<file path="src/include/csc_pkg.sv">
package csc_pkg;
	// Bus widths
	localparam int APB_AW = 16;
	localparam int APB_DW = 32;
	localparam int REG_W  = 16;

	// Register indices; byte address is four times the index
	localparam logic [15:0] IDX_CAM1_POL   = 16'h2002;
	localparam logic [15:0] IDX_CAM2_POL   = 16'h2006;
	localparam logic [15:0] IDX_CAM_MODE   = 16'h2010;
	localparam logic [15:0] IDX_CAP_MODE   = 16'h2012;
	localparam logic [15:0] IDX_CAP_CMD    = 16'h2014;
	localparam logic [15:0] IDX_LINE_DLY   = 16'h2020;
	localparam logic [15:0] IDX_PULSE_W    = 16'h2022;
	localparam logic [15:0] IDX_STB_CTRL   = 16'h2024;
	localparam logic [15:0] IDX_IRQ_STAT   = 16'h2030;
	localparam logic [15:0] IDX_IRQ_MASK   = 16'h2032;

	// Reset value of every register
	localparam logic [15:0] REG_RST        = 16'h0000;

	// Field positions
	localparam int POL_LINE_BIT    = 0;
	localparam int POL_FRAME_BIT   = 1;
	localparam int MODE_BT656_BIT  = 7;
	localparam int CAPM_EN_BIT     = 0;
	localparam int CAPM_PORT_BIT   = 1;
	localparam int CAPM_SINGLE_BIT = 6;
	localparam int CMD_RUN_BIT     = 0;
	localparam int CMD_BUSY_BIT    = 1;
	localparam int CMD_START_BIT   = 2;
	localparam int CMD_STOP_BIT    = 3;
	localparam int STB_POL_BIT     = 1;
	localparam int STB_ALIGN_BIT   = 2;
	localparam int STB_CDLY_LSB    = 4;
	localparam int STB_CDLY_MSB    = 7;
	localparam int IRQ_DONE_BIT    = 0;
	localparam int IRQ_STB_BIT     = 1;
	localparam int IRQ_W           = 2;

	// Pin sampler depth and pin count
	localparam int SYNC_STAGES     = 2;
	localparam int SYNC_PINS       = 4;

	typedef enum logic [2:0]
	{
		ST_IDLE  = 3'b000,
		ST_ARM   = 3'b001,
		ST_DELAY = 3'b010,
		ST_PULSE = 3'b011,
		ST_SKIP  = 3'b100,
		ST_LAST  = 3'b101
	} csc_state_e;
endpackage

</file>
<file path="src/include/csc_sync_if.sv">
`timescale 1ns/100ps
interface csc_sync_if #(parameter int N = 4);
	logic [N-1:0] raw;
	logic [N-1:0] synced;
	modport sync (input raw, output synced);
	modport user (output raw, input synced);
endinterface

</file>
<file path="src/logic/csc_sync.sv">
`timescale 1ns/100ps
module csc_sync
(
	input wire logic    pclk,    // System clock
	input wire logic    presetn, // Async reset, active low
	csc_sync_if.sync    sif      // Raw pins in, synced levels out
);
	import csc_pkg::*;

	logic [SYNC_PINS-1:0] stage1;
	logic [SYNC_PINS-1:0] stage2;

	always_ff @(posedge pclk or negedge presetn)
	begin
		if (!presetn)
		begin
			stage1 <= '0;
			stage2 <= '0;
		end
		else
		begin
			stage1 <= sif.raw;
			stage2 <= stage1;
		end
	end

	assign sif.synced = stage2;
endmodule

</file>
<file path="src/logic/csc_top.sv">
// Summary of operation
// - Strobe triggers act only while the camera interface is enabled.
// - Continuous mode: writing one to stop bit starts strobe sequence.
// - Continuous mode: capture delay field picks how many frames later capture ends.
// - Single-frame mode: writing one to start bit starts strobe sequence.
// - Single-frame mode captures the frame right after the pulse.
// - Strobe asserts on line-ref falling edge chosen by line delay.
// - Line delay zero asserts on first falling edge after frame ref.
// - Delay and width count line-ref edges; counting pauses with them.
// - Counts may exceed a frame period and run across frames.
// - Strobe active level comes from strobe control active select.
// - Frame capture completion raises an interrupt.
// - Capture-done interrupt can be aligned to the strobe sequence.
// - Frame ref is active low when port active select is cleared.
//
// Decided for this implementation: the APB interface to the registers.
`timescale 1ns/100ps
module csc_top
(
	input  wire logic                        pclk,            // Clock
	input  wire logic                        presetn,         // Reset, low
	input  wire logic                        psel,            // APB select
	input  wire logic                        penable,         // APB enable
	input  wire logic                        pwrite,          // APB write
	input  wire logic [csc_pkg::APB_AW-1:0]  paddr,           // APB address
	input  wire logic [csc_pkg::APB_DW-1:0]  pwdata,          // APB wdata
	output logic      [csc_pkg::APB_DW-1:0]  prdata,          // APB rdata
	output logic                             pready,          // APB ready
	output logic                             pslverr,         // APB error
	input  wire logic                        port1_frame_ref, // Port 1 vref
	input  wire logic                        port1_line_ref,  // Port 1 href
	input  wire logic                        port2_frame_ref, // Port 2 vref
	input  wire logic                        port2_line_ref,  // Port 2 href
	output logic                             flash_pulse_out, // Strobe pin
	output logic                             capture_valid,   // Frame taken
	output logic                             irq              // Interrupt
);
	import csc_pkg::*;

	function automatic logic [APB_AW-1:0] byte_addr(input logic [15:0] idx);
		byte_addr = {idx[APB_AW-3:0], 2'b00};
	endfunction

	function automatic logic is_mapped(input logic [APB_AW-1:0] a);
		is_mapped = (a == byte_addr(IDX_CAM1_POL)) ||
			(a == byte_addr(IDX_CAM2_POL)) ||
			(a == byte_addr(IDX_CAM_MODE)) ||
			(a == byte_addr(IDX_CAP_MODE)) ||
			(a == byte_addr(IDX_CAP_CMD)) ||
			(a == byte_addr(IDX_LINE_DLY)) ||
			(a == byte_addr(IDX_PULSE_W)) ||
			(a == byte_addr(IDX_STB_CTRL)) ||
			(a == byte_addr(IDX_IRQ_STAT)) ||
			(a == byte_addr(IDX_IRQ_MASK));
	endfunction

	// Registers
	logic [REG_W-1:0]  camera1_sync_polarity;
	logic [REG_W-1:0]  camera2_sync_polarity;
	logic [REG_W-1:0]  camera_mode_setting;
	logic [REG_W-1:0]  capture_mode_control;
	logic [REG_W-1:0]  strobe_line_delay;
	logic [REG_W-1:0]  strobe_pulse_width;
	logic [REG_W-1:0]  strobe_control;
	logic [IRQ_W-1:0]  irq_status;
	logic [IRQ_W-1:0]  irq_mask;
	logic [IRQ_W-1:0]  irq_reported;

	// Sequencer state
	csc_state_e        state;
	logic [REG_W-1:0]  line_cnt;
	logic [3:0]        frames_left;
	logic              strobe_on;
	logic              cap_run;
	logic              frame_prev;
	logic              line_prev;

	// Combinational
	logic [REG_W-1:0]  rd_val;
	logic              wr_acc;
	logic              rd_acc;
	logic              cmd_wr;
	logic              cam_en;
	logic              single;
	logic              port_sel;
	logic [REG_W-1:0]  pol_sel;
	logic              frame_act;
	logic              line_act;
	logic              frame_rise;
	logic              frame_fall;
	logic              line_fall;
	logic              stop_trig;
	logic              start_trig;
	logic              pulse_end;
	logic              frame_done;
	logic              last_done;
	logic [IRQ_W-1:0]  irq_set;
	logic [REG_W:0]    width_next;

	csc_sync_if #(.N(SYNC_PINS)) sif ();

	assign sif.raw = {port2_line_ref, port2_frame_ref,
		port1_line_ref, port1_frame_ref};

	csc_sync u_sync
	(
		.pclk    (pclk),
		.presetn (presetn),
		.sif     (sif)
	);

	assign cam_en   = capture_mode_control[CAPM_EN_BIT];
	assign single   = capture_mode_control[CAPM_SINGLE_BIT];
	assign port_sel = capture_mode_control[CAPM_PORT_BIT];
	assign pol_sel  = port_sel ? camera2_sync_polarity
		: camera1_sync_polarity;

	// Active levels after polarity select of the chosen port
	assign frame_act = (port_sel ? sif.synced[2] : sif.synced[0]) ~^
		pol_sel[POL_FRAME_BIT];
	assign line_act  = (port_sel ? sif.synced[3] : sif.synced[1]) ~^
		pol_sel[POL_LINE_BIT];

	assign frame_rise = frame_act & ~frame_prev;
	assign frame_fall = ~frame_act & frame_prev;
	assign line_fall  = ~line_act & line_prev;

	always_ff @(posedge pclk or negedge presetn)
	begin
		if (!presetn)
		begin
			frame_prev <= 1'b0;
			line_prev  <= 1'b0;
		end
		else
		begin
			frame_prev <= frame_act;
			line_prev  <= line_act;
		end
	end

	// APB handshake: one wait-free access phase
	assign wr_acc = psel & penable & pready & pwrite;
	assign rd_acc = psel & penable & pready & ~pwrite;
	assign cmd_wr = wr_acc & (paddr == byte_addr(IDX_CAP_CMD));

	assign stop_trig  = cmd_wr & pwdata[CMD_STOP_BIT] & cam_en &
		~single & (state == ST_IDLE);
	assign start_trig = cmd_wr & pwdata[CMD_START_BIT] & cam_en &
		single & (state == ST_IDLE);

	always_comb
	begin
		rd_val = '0;
		case (paddr)
			byte_addr(IDX_CAM1_POL): rd_val = camera1_sync_polarity;
			byte_addr(IDX_CAM2_POL): rd_val = camera2_sync_polarity;
			byte_addr(IDX_CAM_MODE): rd_val = camera_mode_setting;
			byte_addr(IDX_CAP_MODE): rd_val = capture_mode_control;
			byte_addr(IDX_CAP_CMD):
			begin
				rd_val[CMD_RUN_BIT]  = cap_run;
				rd_val[CMD_BUSY_BIT] = (state != ST_IDLE);
			end
			byte_addr(IDX_LINE_DLY): rd_val = strobe_line_delay;
			byte_addr(IDX_PULSE_W):  rd_val = strobe_pulse_width;
			byte_addr(IDX_STB_CTRL): rd_val = strobe_control;
			byte_addr(IDX_IRQ_STAT): rd_val[IRQ_W-1:0] = irq_status;
			byte_addr(IDX_IRQ_MASK): rd_val[IRQ_W-1:0] = irq_mask;
			default:                 rd_val = '0;
		endcase
	end

	always_ff @(posedge pclk or negedge presetn)
	begin
		if (!presetn)
		begin
			pready       <= 1'b0;
			pslverr      <= 1'b0;
			prdata       <= '0;
			irq_reported <= '0;
		end
		else
		begin
			pready  <= psel & ~penable;
			pslverr <= psel & ~penable & ~is_mapped(paddr);
			if (psel & ~penable)
			begin
				prdata       <= {{(APB_DW-REG_W){1'b0}}, rd_val};
				irq_reported <= (paddr == byte_addr(IDX_IRQ_STAT))
					? irq_status : '0;
			end
		end
	end

	// Software-written registers
	always_ff @(posedge pclk or negedge presetn)
	begin
		if (!presetn)
		begin
			camera1_sync_polarity <= REG_RST;
			camera2_sync_polarity <= REG_RST;
			camera_mode_setting   <= REG_RST;
			capture_mode_control  <= REG_RST;
			strobe_line_delay     <= REG_RST;
			strobe_pulse_width    <= REG_RST;
			strobe_control        <= REG_RST;
			irq_mask              <= '0;
		end
		else if (wr_acc)
		begin
			case (paddr)
				byte_addr(IDX_CAM1_POL):
					camera1_sync_polarity <= pwdata[REG_W-1:0];
				byte_addr(IDX_CAM2_POL):
					camera2_sync_polarity <= pwdata[REG_W-1:0];
				byte_addr(IDX_CAM_MODE):
					camera_mode_setting <= pwdata[REG_W-1:0];
				byte_addr(IDX_CAP_MODE):
					capture_mode_control <= pwdata[REG_W-1:0];
				byte_addr(IDX_LINE_DLY):
					strobe_line_delay <= pwdata[REG_W-1:0];
				byte_addr(IDX_PULSE_W):
					strobe_pulse_width <= pwdata[REG_W-1:0];
				byte_addr(IDX_STB_CTRL):
					strobe_control <= pwdata[REG_W-1:0];
				byte_addr(IDX_IRQ_MASK):
					irq_mask <= pwdata[IRQ_W-1:0];
				default:
					irq_mask <= irq_mask;
			endcase
		end
	end

	// Width zero behaves as one edge
	assign width_next = {1'b0, line_cnt} + {{REG_W{1'b0}}, 1'b1};
	assign pulse_end  = (state == ST_PULSE) & line_fall &
		(width_next >= {1'b0, strobe_pulse_width});

	// Strobe sequencer
	always_ff @(posedge pclk or negedge presetn)
	begin
		if (!presetn)
		begin
			state       <= ST_IDLE;
			line_cnt    <= '0;
			frames_left <= '0;
			strobe_on   <= 1'b0;
		end
		else if (!cam_en)
		begin
			state     <= ST_IDLE;
			strobe_on <= 1'b0;
		end
		else
		begin
			case (state)
				ST_IDLE:
				begin
					if (stop_trig | start_trig)
						state <= ST_ARM;
				end
				ST_ARM:
				begin
					if (frame_rise)
					begin
						state    <= ST_DELAY;
						line_cnt <= '0;
					end
				end
				ST_DELAY:
				begin
					// Frame edges do not restart the count
					if (line_fall)
					begin
						if (line_cnt == strobe_line_delay)
						begin
							state     <= ST_PULSE;
							strobe_on <= 1'b1;
							line_cnt  <= '0;
						end
						else
							line_cnt <= line_cnt + 16'h0001;
					end
				end
				ST_PULSE:
				begin
					if (pulse_end)
					begin
						strobe_on <= 1'b0;
						state     <= ST_SKIP;
						frames_left <= single ? 4'h0
							: strobe_control[STB_CDLY_MSB:STB_CDLY_LSB];
					end
					else if (line_fall)
						line_cnt <= line_cnt + 16'h0001;
				end
				ST_SKIP:
				begin
					if (frame_rise)
					begin
						if (frames_left == 4'h0)
							state <= ST_LAST;
						else
							frames_left <= frames_left - 4'h1;
					end
				end
				ST_LAST:
				begin
					if (frame_fall)
						state <= ST_IDLE;
				end
				default:
					state <= ST_IDLE;
			endcase
		end
	end

	// Continuous capture runs from start until the last frame ends
	always_ff @(posedge pclk or negedge presetn)
	begin
		if (!presetn)
			cap_run <= 1'b0;
		else if (!cam_en | last_done)
			cap_run <= 1'b0;
		else if (cmd_wr & pwdata[CMD_START_BIT] & ~single)
			cap_run <= 1'b1;
	end

	assign frame_done = frame_fall & (cap_run | (state == ST_LAST));
	assign last_done  = frame_fall & (state == ST_LAST) & cam_en;

	// Align selects: every captured frame or only the sequence's final frame
	assign irq_set[IRQ_DONE_BIT] = strobe_control[STB_ALIGN_BIT]
		? last_done : frame_done;
	assign irq_set[IRQ_STB_BIT]  = pulse_end;

	// Read clears only bits returned; a new event wins
	always_ff @(posedge pclk or negedge presetn)
	begin
		if (!presetn)
			irq_status <= '0;
		else
			irq_status <= (irq_status &
				~(rd_acc ? irq_reported : {IRQ_W{1'b0}})) | irq_set;
	end

	always_ff @(posedge pclk or negedge presetn)
	begin
		if (!presetn)
		begin
			flash_pulse_out <= 1'b1;
			capture_valid   <= 1'b0;
			irq             <= 1'b0;
		end
		else
		begin
			flash_pulse_out <= strobe_on ~^
				strobe_control[STB_POL_BIT];
			capture_valid   <= frame_act & cam_en &
				(cap_run | (state == ST_LAST));
			irq             <= |(irq_status & irq_mask);
		end
	end
endmodule

</file>
<file path="config.mk">
export PLATFORM = sky130hd
export DESIGN_NAME = csc_top
export DESIGN_NICKNAME = d
export VERILOG_FILES = /design/src/include/csc_pkg.sv /design/src/include/csc_sync_if.sv /design/src/logic/csc_sync.sv /design/src/logic/csc_top.sv
export SDC_FILE = /design/constraint.sdc
export NUM_CORES = 1
export LEC_CHECK = 0
export BUFFER_PORTS_ARGS = -buffer_cell sky130_fd_sc_hd__buf_2
export CAP_MARGIN = 10
export CELL_PAD_IN_SITES_DETAIL_PLACEMENT = 0
export CELL_PAD_IN_SITES_GLOBAL_PLACEMENT = 1
export CORE_MARGIN = 2
export CORE_UTILIZATION = 43
export DETAILED_ROUTE_END_ITERATION = 16
export GPL_TIMING_DRIVEN = 0
export PLACE_DENSITY_LB_ADDON = 0.1
export RECOVER_POWER = 25
export SETUP_SLACK_MARGIN = 0.4
export SLEW_MARGIN = 5
export SYNTH_ARGS = -nofsm -noshare
export SYNTH_HDL_FRONTEND = slang
export SYNTH_HIERARCHICAL = 1
export SYNTH_SLANG_ARGS = --single-unit
</file>
<file path="constraint.sdc">
create_clock -name pclk -period 3.19 [get_ports pclk]
set_input_delay 0.638 -clock pclk [delete_from_list [all_inputs] [get_ports pclk]]
set_output_delay 0.638 -clock pclk [all_outputs]
set_load 0.1 [all_outputs]
</file>
Yosys cells after proc, flatten, opt, wreduce, memory -nomap -nowiden

Cells that the tools add are included.

Reductions and logical operators: 29
Bitwise operators: 43
Mux-type cells: 36
$add $sub $neg: 3
Magnitude comparators: 1
Equal/unequal tests: 32

Operators by type and width:

| cell                                          | number |
|---|---|
| == test 16 bit, second input constant         | 10 |
| one-hot mux 14 bit (7 select lines)           | 1 |
| two-way mux 16 bit                            | 5 |
| one-hot mux 16 bit (3 select lines)           | 1 |
| two-way mux 3 bit                             | 9 |
| AND 1 bit                                     | 26 |
| != test 3 bit, second input constant          | 7 |
| one-hot mux 2 bit (10 select lines)           | 1 |
| one-hot mux 3 bit (6 select lines)            | 1 |
| adder 16 x 1 -> 17 bit, second input constant | 1 |
| >= comparator 17 x 16 -> 1 bit                | 1 |
| adder 16 x 1 -> 16 bit, second input constant | 1 |
| == test 16 bit                                | 1 |
| two-way mux 4 bit                             | 4 |
| AND reduction 2 bit                           | 8 |
| != test 2 bit, second input constant          | 7 |
| logical OR 1 bit                              | 9 |
| two-way mux 1 bit                             | 9 |
| one-hot mux 4 bit (2 select lines)            | 1 |
| AND reduction 8 bit                           | 1 |
| NOT 1 bit                                     | 7 |
| == test 3 x 2 -> 1 bit, second input constant | 2 |
| == test 3 bit, second input constant          | 2 |
| two-way mux 2 bit                             | 3 |
| 19 further kinds                              | 26 |

Register bits after elaboration: 174
Input port bits: 57
Logic and storage cells: 169

Depth between registers and ports, before layout

Depth in word-level cells: 12
Gate-level depth with buffers: 15

Modules after synthesis

The synthesis kept the hierarchy.

By module, submodules not included:

| module   | seq. area each (µm²) | cells each | times used | area an instance (µm²) |
|---|---|---|---|---|
| csc_top  | 4155.2               | 772        | 1          | 8724.6 |
| csc_sync | 200.2                | 8          | 1          | 200.2 |

Least setup slack after synthesis

No wires, ideal clock.

Path kind: register -> register
Start point: register line_cnt[0]
End point: register line_cnt[8]
Setup time: 0.095 ns
Data arrival time: 3.152 ns
Clock period less this slack: 3.248 ns
Slack: -0.058 ns
Stages on the path, launching flop included: 15
Path buffers: 1
Cell sequence: dfrtp_1 > ha_1 > nand3_2 > or3_1 > buf_6 > nor2_1 > xor2_1 > ha_1 > a21o_1 > a21oi_1 > o31ai_4 > o21ai_2 > o211ai_4 > or2_4 > o31ai_1

Word-level cells in the longest chain between the ends: 5

Ends and longest elaborated chain:

| what                           | line           | RTL |
|---|---|---|
| from (decl)                    | csc_top.sv:71  | `logic [REG_W-1:0] line_cnt;` |
| from (signal assigned)         | csc_top.sv:283 | `line_cnt <= line_cnt + 16'h0001;` |
| from (signal assigned)         | csc_top.sv:296 | `line_cnt <= line_cnt + 16'h0001;` |
| adder 16 x 1 -> 17 bit         | csc_top.sv:236 | `assign width_next = {1'b0, line_cnt} + {{REG_W{1'b0}}, 1'b1};` |
| >= comparator 17 x 16 -> 1 bit | csc_top.sv:238 | `(width_next >= {1'b0, strobe_pulse_width});` |
| AND 1 bit                      | csc_top.sv:237 | `assign pulse_end = (state == ST_PULSE) & line_fall &` |
| != test 2 bit (no line)        | -              |  |
| AND reduction 6 bit (no line)  | -              |  |

Parallel ways exist; a longest one is shown, timed or not. The select of a mux whose other input is x is not followed.
A chain may end at the register's enable or synchronous reset.

Worst setup path after layout

Same ends and word-level chain as after synthesis.

==> impl_metrics.json <==
{
  "dpl_cell_area_sq_um": 9701,
  "synth_top_area_share_pct": 48.51,
  "swShare_pct": 27.76,
  "violations": "capacitance limit, slew limit",
  "rsz0062_at_grt": "yes",
  "viasPerCell": 5.468,
  "io_buffer_count": 59,
  "wl_per_cell_um": 18.84,
  "fmax_ghz": 0.3216,
  "final_util_pct": 53.24,
  "grt_max_degree": 104,
  "track_usage_pct": 20.91,
  "yosysSeqAreaShare_pct": 48.80,
  "fin_worst_skew_ns": 0.009683,
  "pwr-share-comb_pct": 10.0,
  "path_clk_slew_ns": 0.07,
  "min_path_type": "in2reg",
  "internal_power_uw": 3530,
  "yosysMostFrequentCell": "dfrtp_1",
  "min_path_cells": 1,
  "grt_pass1_wl_um": 35630,
  "cts_hold_buf": 0,
  "r2r_cells": 14,
  "cts.htree.levels": 4,
  "cts_tree": "yes",
  "dr.pass1.iters": 4,
  "pin_count": 94,
  "leakage_uw": 0.005102,
  "synth_edf_count": 0,
  "clkLatencyLatePin_ns": 0.42,
  "final_cell_area_sq_um": 10810,
  "row_count": 52,
  "maxCapViolCount": 1,
  "die_w_um": 148.1,
  "period_minus_slack_ns": 3.110,
  "postRouteAntennaNets": 0,
  "outcome": "complete, but fails checks",
  "syn-instance-count": 780,
  "fillers": 1804,
  "finalPower_uw": 4886,
  "critical_path_class": "reg2reg",
  "powerDensity_nw_per_um2": 452.1,
  "cts_buffers": 17,
  "synth.area.top_cells": "dfrtp_1, mux2_2, ha_1",
  "yosysWarnings": 6,
  "start_util_pct": 43.97,
  "routed_wl_um": 22290,
  "n_antenna_cell": 0,
  "min_period_over_period_pct": 97.49,
  "endpoint_kind": "register",
  "core_area_sq_um": 20300,
  "drc": 0,
  "ys_async_sr_fraction_pct": 100.0,
  "grt_overflow": 0,
  "finalSetupViolations": 0,
  "cts_buffer_depth": 2,
  "cts_root_buffer": "clkbuf_16",
  "dp_cells": 1125,
  "drv_slew": 73,
  "die_area_sq_um": 21920,
  "post-dp-hpwl_um": 16150,
  "cp.arrival_ns": 3.45,
  "yosysUniqueCellTypes": 76,
  "clock-sinks": 174,
  "syn_area_per_cell_sq_um": 11.44,
  "p_sw_uw": 1356,
  "hold_viol_final": 0,
  "synth_ff_type": "dfrtp_1",
  "yosys-top-cells-count": "dfrtp_1, mux2_2, nand2_1",
  "ys_seq_elements": 174,
  "drive_above_1_share_pct": 37.46,
  "drt_iter0_markers": 321,
  "relSlewSlack_pct": -23.08,
  "vias": 6469,
  "cp.required_ns": 3.53,
  "grt_pass1_vias": 6639,
  "gp_congestion": 0.8865,
  "reg2reg_slack_ns": 0.08,
  "cp-start-kind": "register",
  "fin_setup_tns_ns": 0,
  "clkPwrFrac_pct": 43.8,
  "die_h_um": 148.1,
  "syn2layout_area_growth_pct": 21.08,
  "antenna_found_initial": 0,
  "critical_path_peak_fanout": 5,
  "yosys.area.top_type": "dfrtp_1",
  "tightest_slew_ns": 1.846,
  "share_seq_of_total_power_pct": 46.2,
  "finalNetCount": 975,
  "netlist_area_sq_um": 8925,
  "layout.cells.non_filler": 1183,
  "vdd_drop_max_uv": 350.4
}
==> layout by cell type (no fill, tap or decap), types with 5 or more instances in the layout <==
master     instances
dfrtp_1          170
mux2_2           102
buf_2             67
nand2_1           50
buf_4             44
nor2_1            36
inv_1             29
xnor2_1           24
o21ai_0           24
mux2i_1           19
a221oi_1          18
clkbuf_16         18
a31oi_1           17
ha_1              17
conb_1            16
nand3_1           15
o21ai_2           14
a22oi_1           14
nand2b_1          13
clkbuf_1          12
mux2_4            10
a21oi_1            9
nand4_1            9
o21ai_1            8
xor2_1             7
nor2b_1            7
and3_1             5
nor3b_1            5
a22o_1             5
a21o_1             5
==> routing by layer <==
layer	track usage [%]	up-vias	routed length (um)
li1	-	3039	-
met1	28.25	3265	9847
met2	33.75	135	11040
met3	3.773	30	829
met4	8.048	0	570
met5	0	-	0
==> sequential cells by signal (all words and copies together), names as in the netlist, 2 cells and up <==
| register | count |
|---|---|
| camera1_sync_polarity | 16 |
| camera2_sync_polarity | 16 |
| camera_mode_setting | 16 |
| capture_mode_control | 16 |
| frames_left | 4 |
| irq_mask | 2 |
| irq_reported | 2 |
| irq_status | 2 |
| line_cnt | 16 |
| prdata | 16 |
| state | 3 |
| strobe_control | 16 |
| strobe_line_delay | 16 |
| strobe_pulse_width | 16 |
| u_sync/sif.synced | 4 |
| u_sync/stage1 | 4 |
==> path summary, 6_finish.rpt <==
path,startpoint,endpoint
max,line_cnt[0],line_cnt[8]
min in group asynchronous,presetn,prdata[0]
min reg2reg,u_sync/stage1[2],u_sync/sif.synced[2]
min,port1_line_ref,u_sync/stage1[1]
max in group asynchronous,presetn,strobe_pulse_width[10]
max reg2reg,line_cnt[0],line_cnt[8]
==> layout make-up <==
class,count,area (sq um),share of cell area [%]
Clock inverter,14,171.4,1.586
Buffer,54,359.1,3.323
Sequential cell,174,4359,40.34
Timing Repair Buffer,86,551.8,5.106
Clock buffer,18,439.2,4.064
Tap cell,270,337.8,3.126
Multi-Input combinational cell,537,4476,41.41
Inverter,30,112.6,1.042
==> worst max-delay path, stage by stage (launching register included) <==
cell      delay (ns)
dfrtp_2         0.42
ha_4            0.16
nand3_4         0.06
or3_4           0.34
buf_8           0.15
nor2_2          0.13
xor2_1          0.25
ha_1            0.30
nand3_1         0.07
a21boi_1        0.07
o21a_1          0.22
o21ai_4         0.22
o211ai_4        0.14
or2_4           0.33
o31ai_4         0.17
==> metrics by stage <==
step | setup WS [ns] | hold slack (ns)
3_5_place_dp | -0.3942 | 0.3356
2_1_floorplan | 0.2557 | 0.3312
4_1_cts | 0.008751 | 0.2010
6_report | 0.08019 | 0.3243
3_3_place_gp | -1.455 | 0.3339
5_1_grt | -0.03006 | 0.2925
==> power by group through the flow <==
| stage | Combinational (uW) | Sequential, uW | Clock [uW] |
|---|---|---|---|
| 2_1_floorplan | 163 | 2480 | 0 |
| 3_3_place_gp | 485 | 2300 | 0 |
| 3_5_place_dp | 496 | 2300 | 0 |
| 4_1_cts | 496 | 2260 | 2190 |
| 5_1_grt | 517 | 2260 | 2300 |
| 6_report | 489 | 2260 | 2140 |
==> cells by family (layout without fill, tap and decap cells) <==
kind of cell    count (synthesis)  after routing  synth area share, %
simple gates                  193            193                11.94
flops                         174            174                48.80
compound gates                144            144                11.55
mux                           132            132                16.81
buf+inv                        84            202                4.991
xor+xnor                       34             34                3.337
fa+ha+maj                      18             18                2.524
other cells                     1             16              0.04202
==> timing repair <==
item,CTS,global route
resized for setup,28,37
pin swaps,19,21
setup endpoints to repair,25,35
setup buffers,12,12
cloned,1,1
hold endpoints to repair,0,0
No activity file was read; power rests on OpenSTA's default activity.
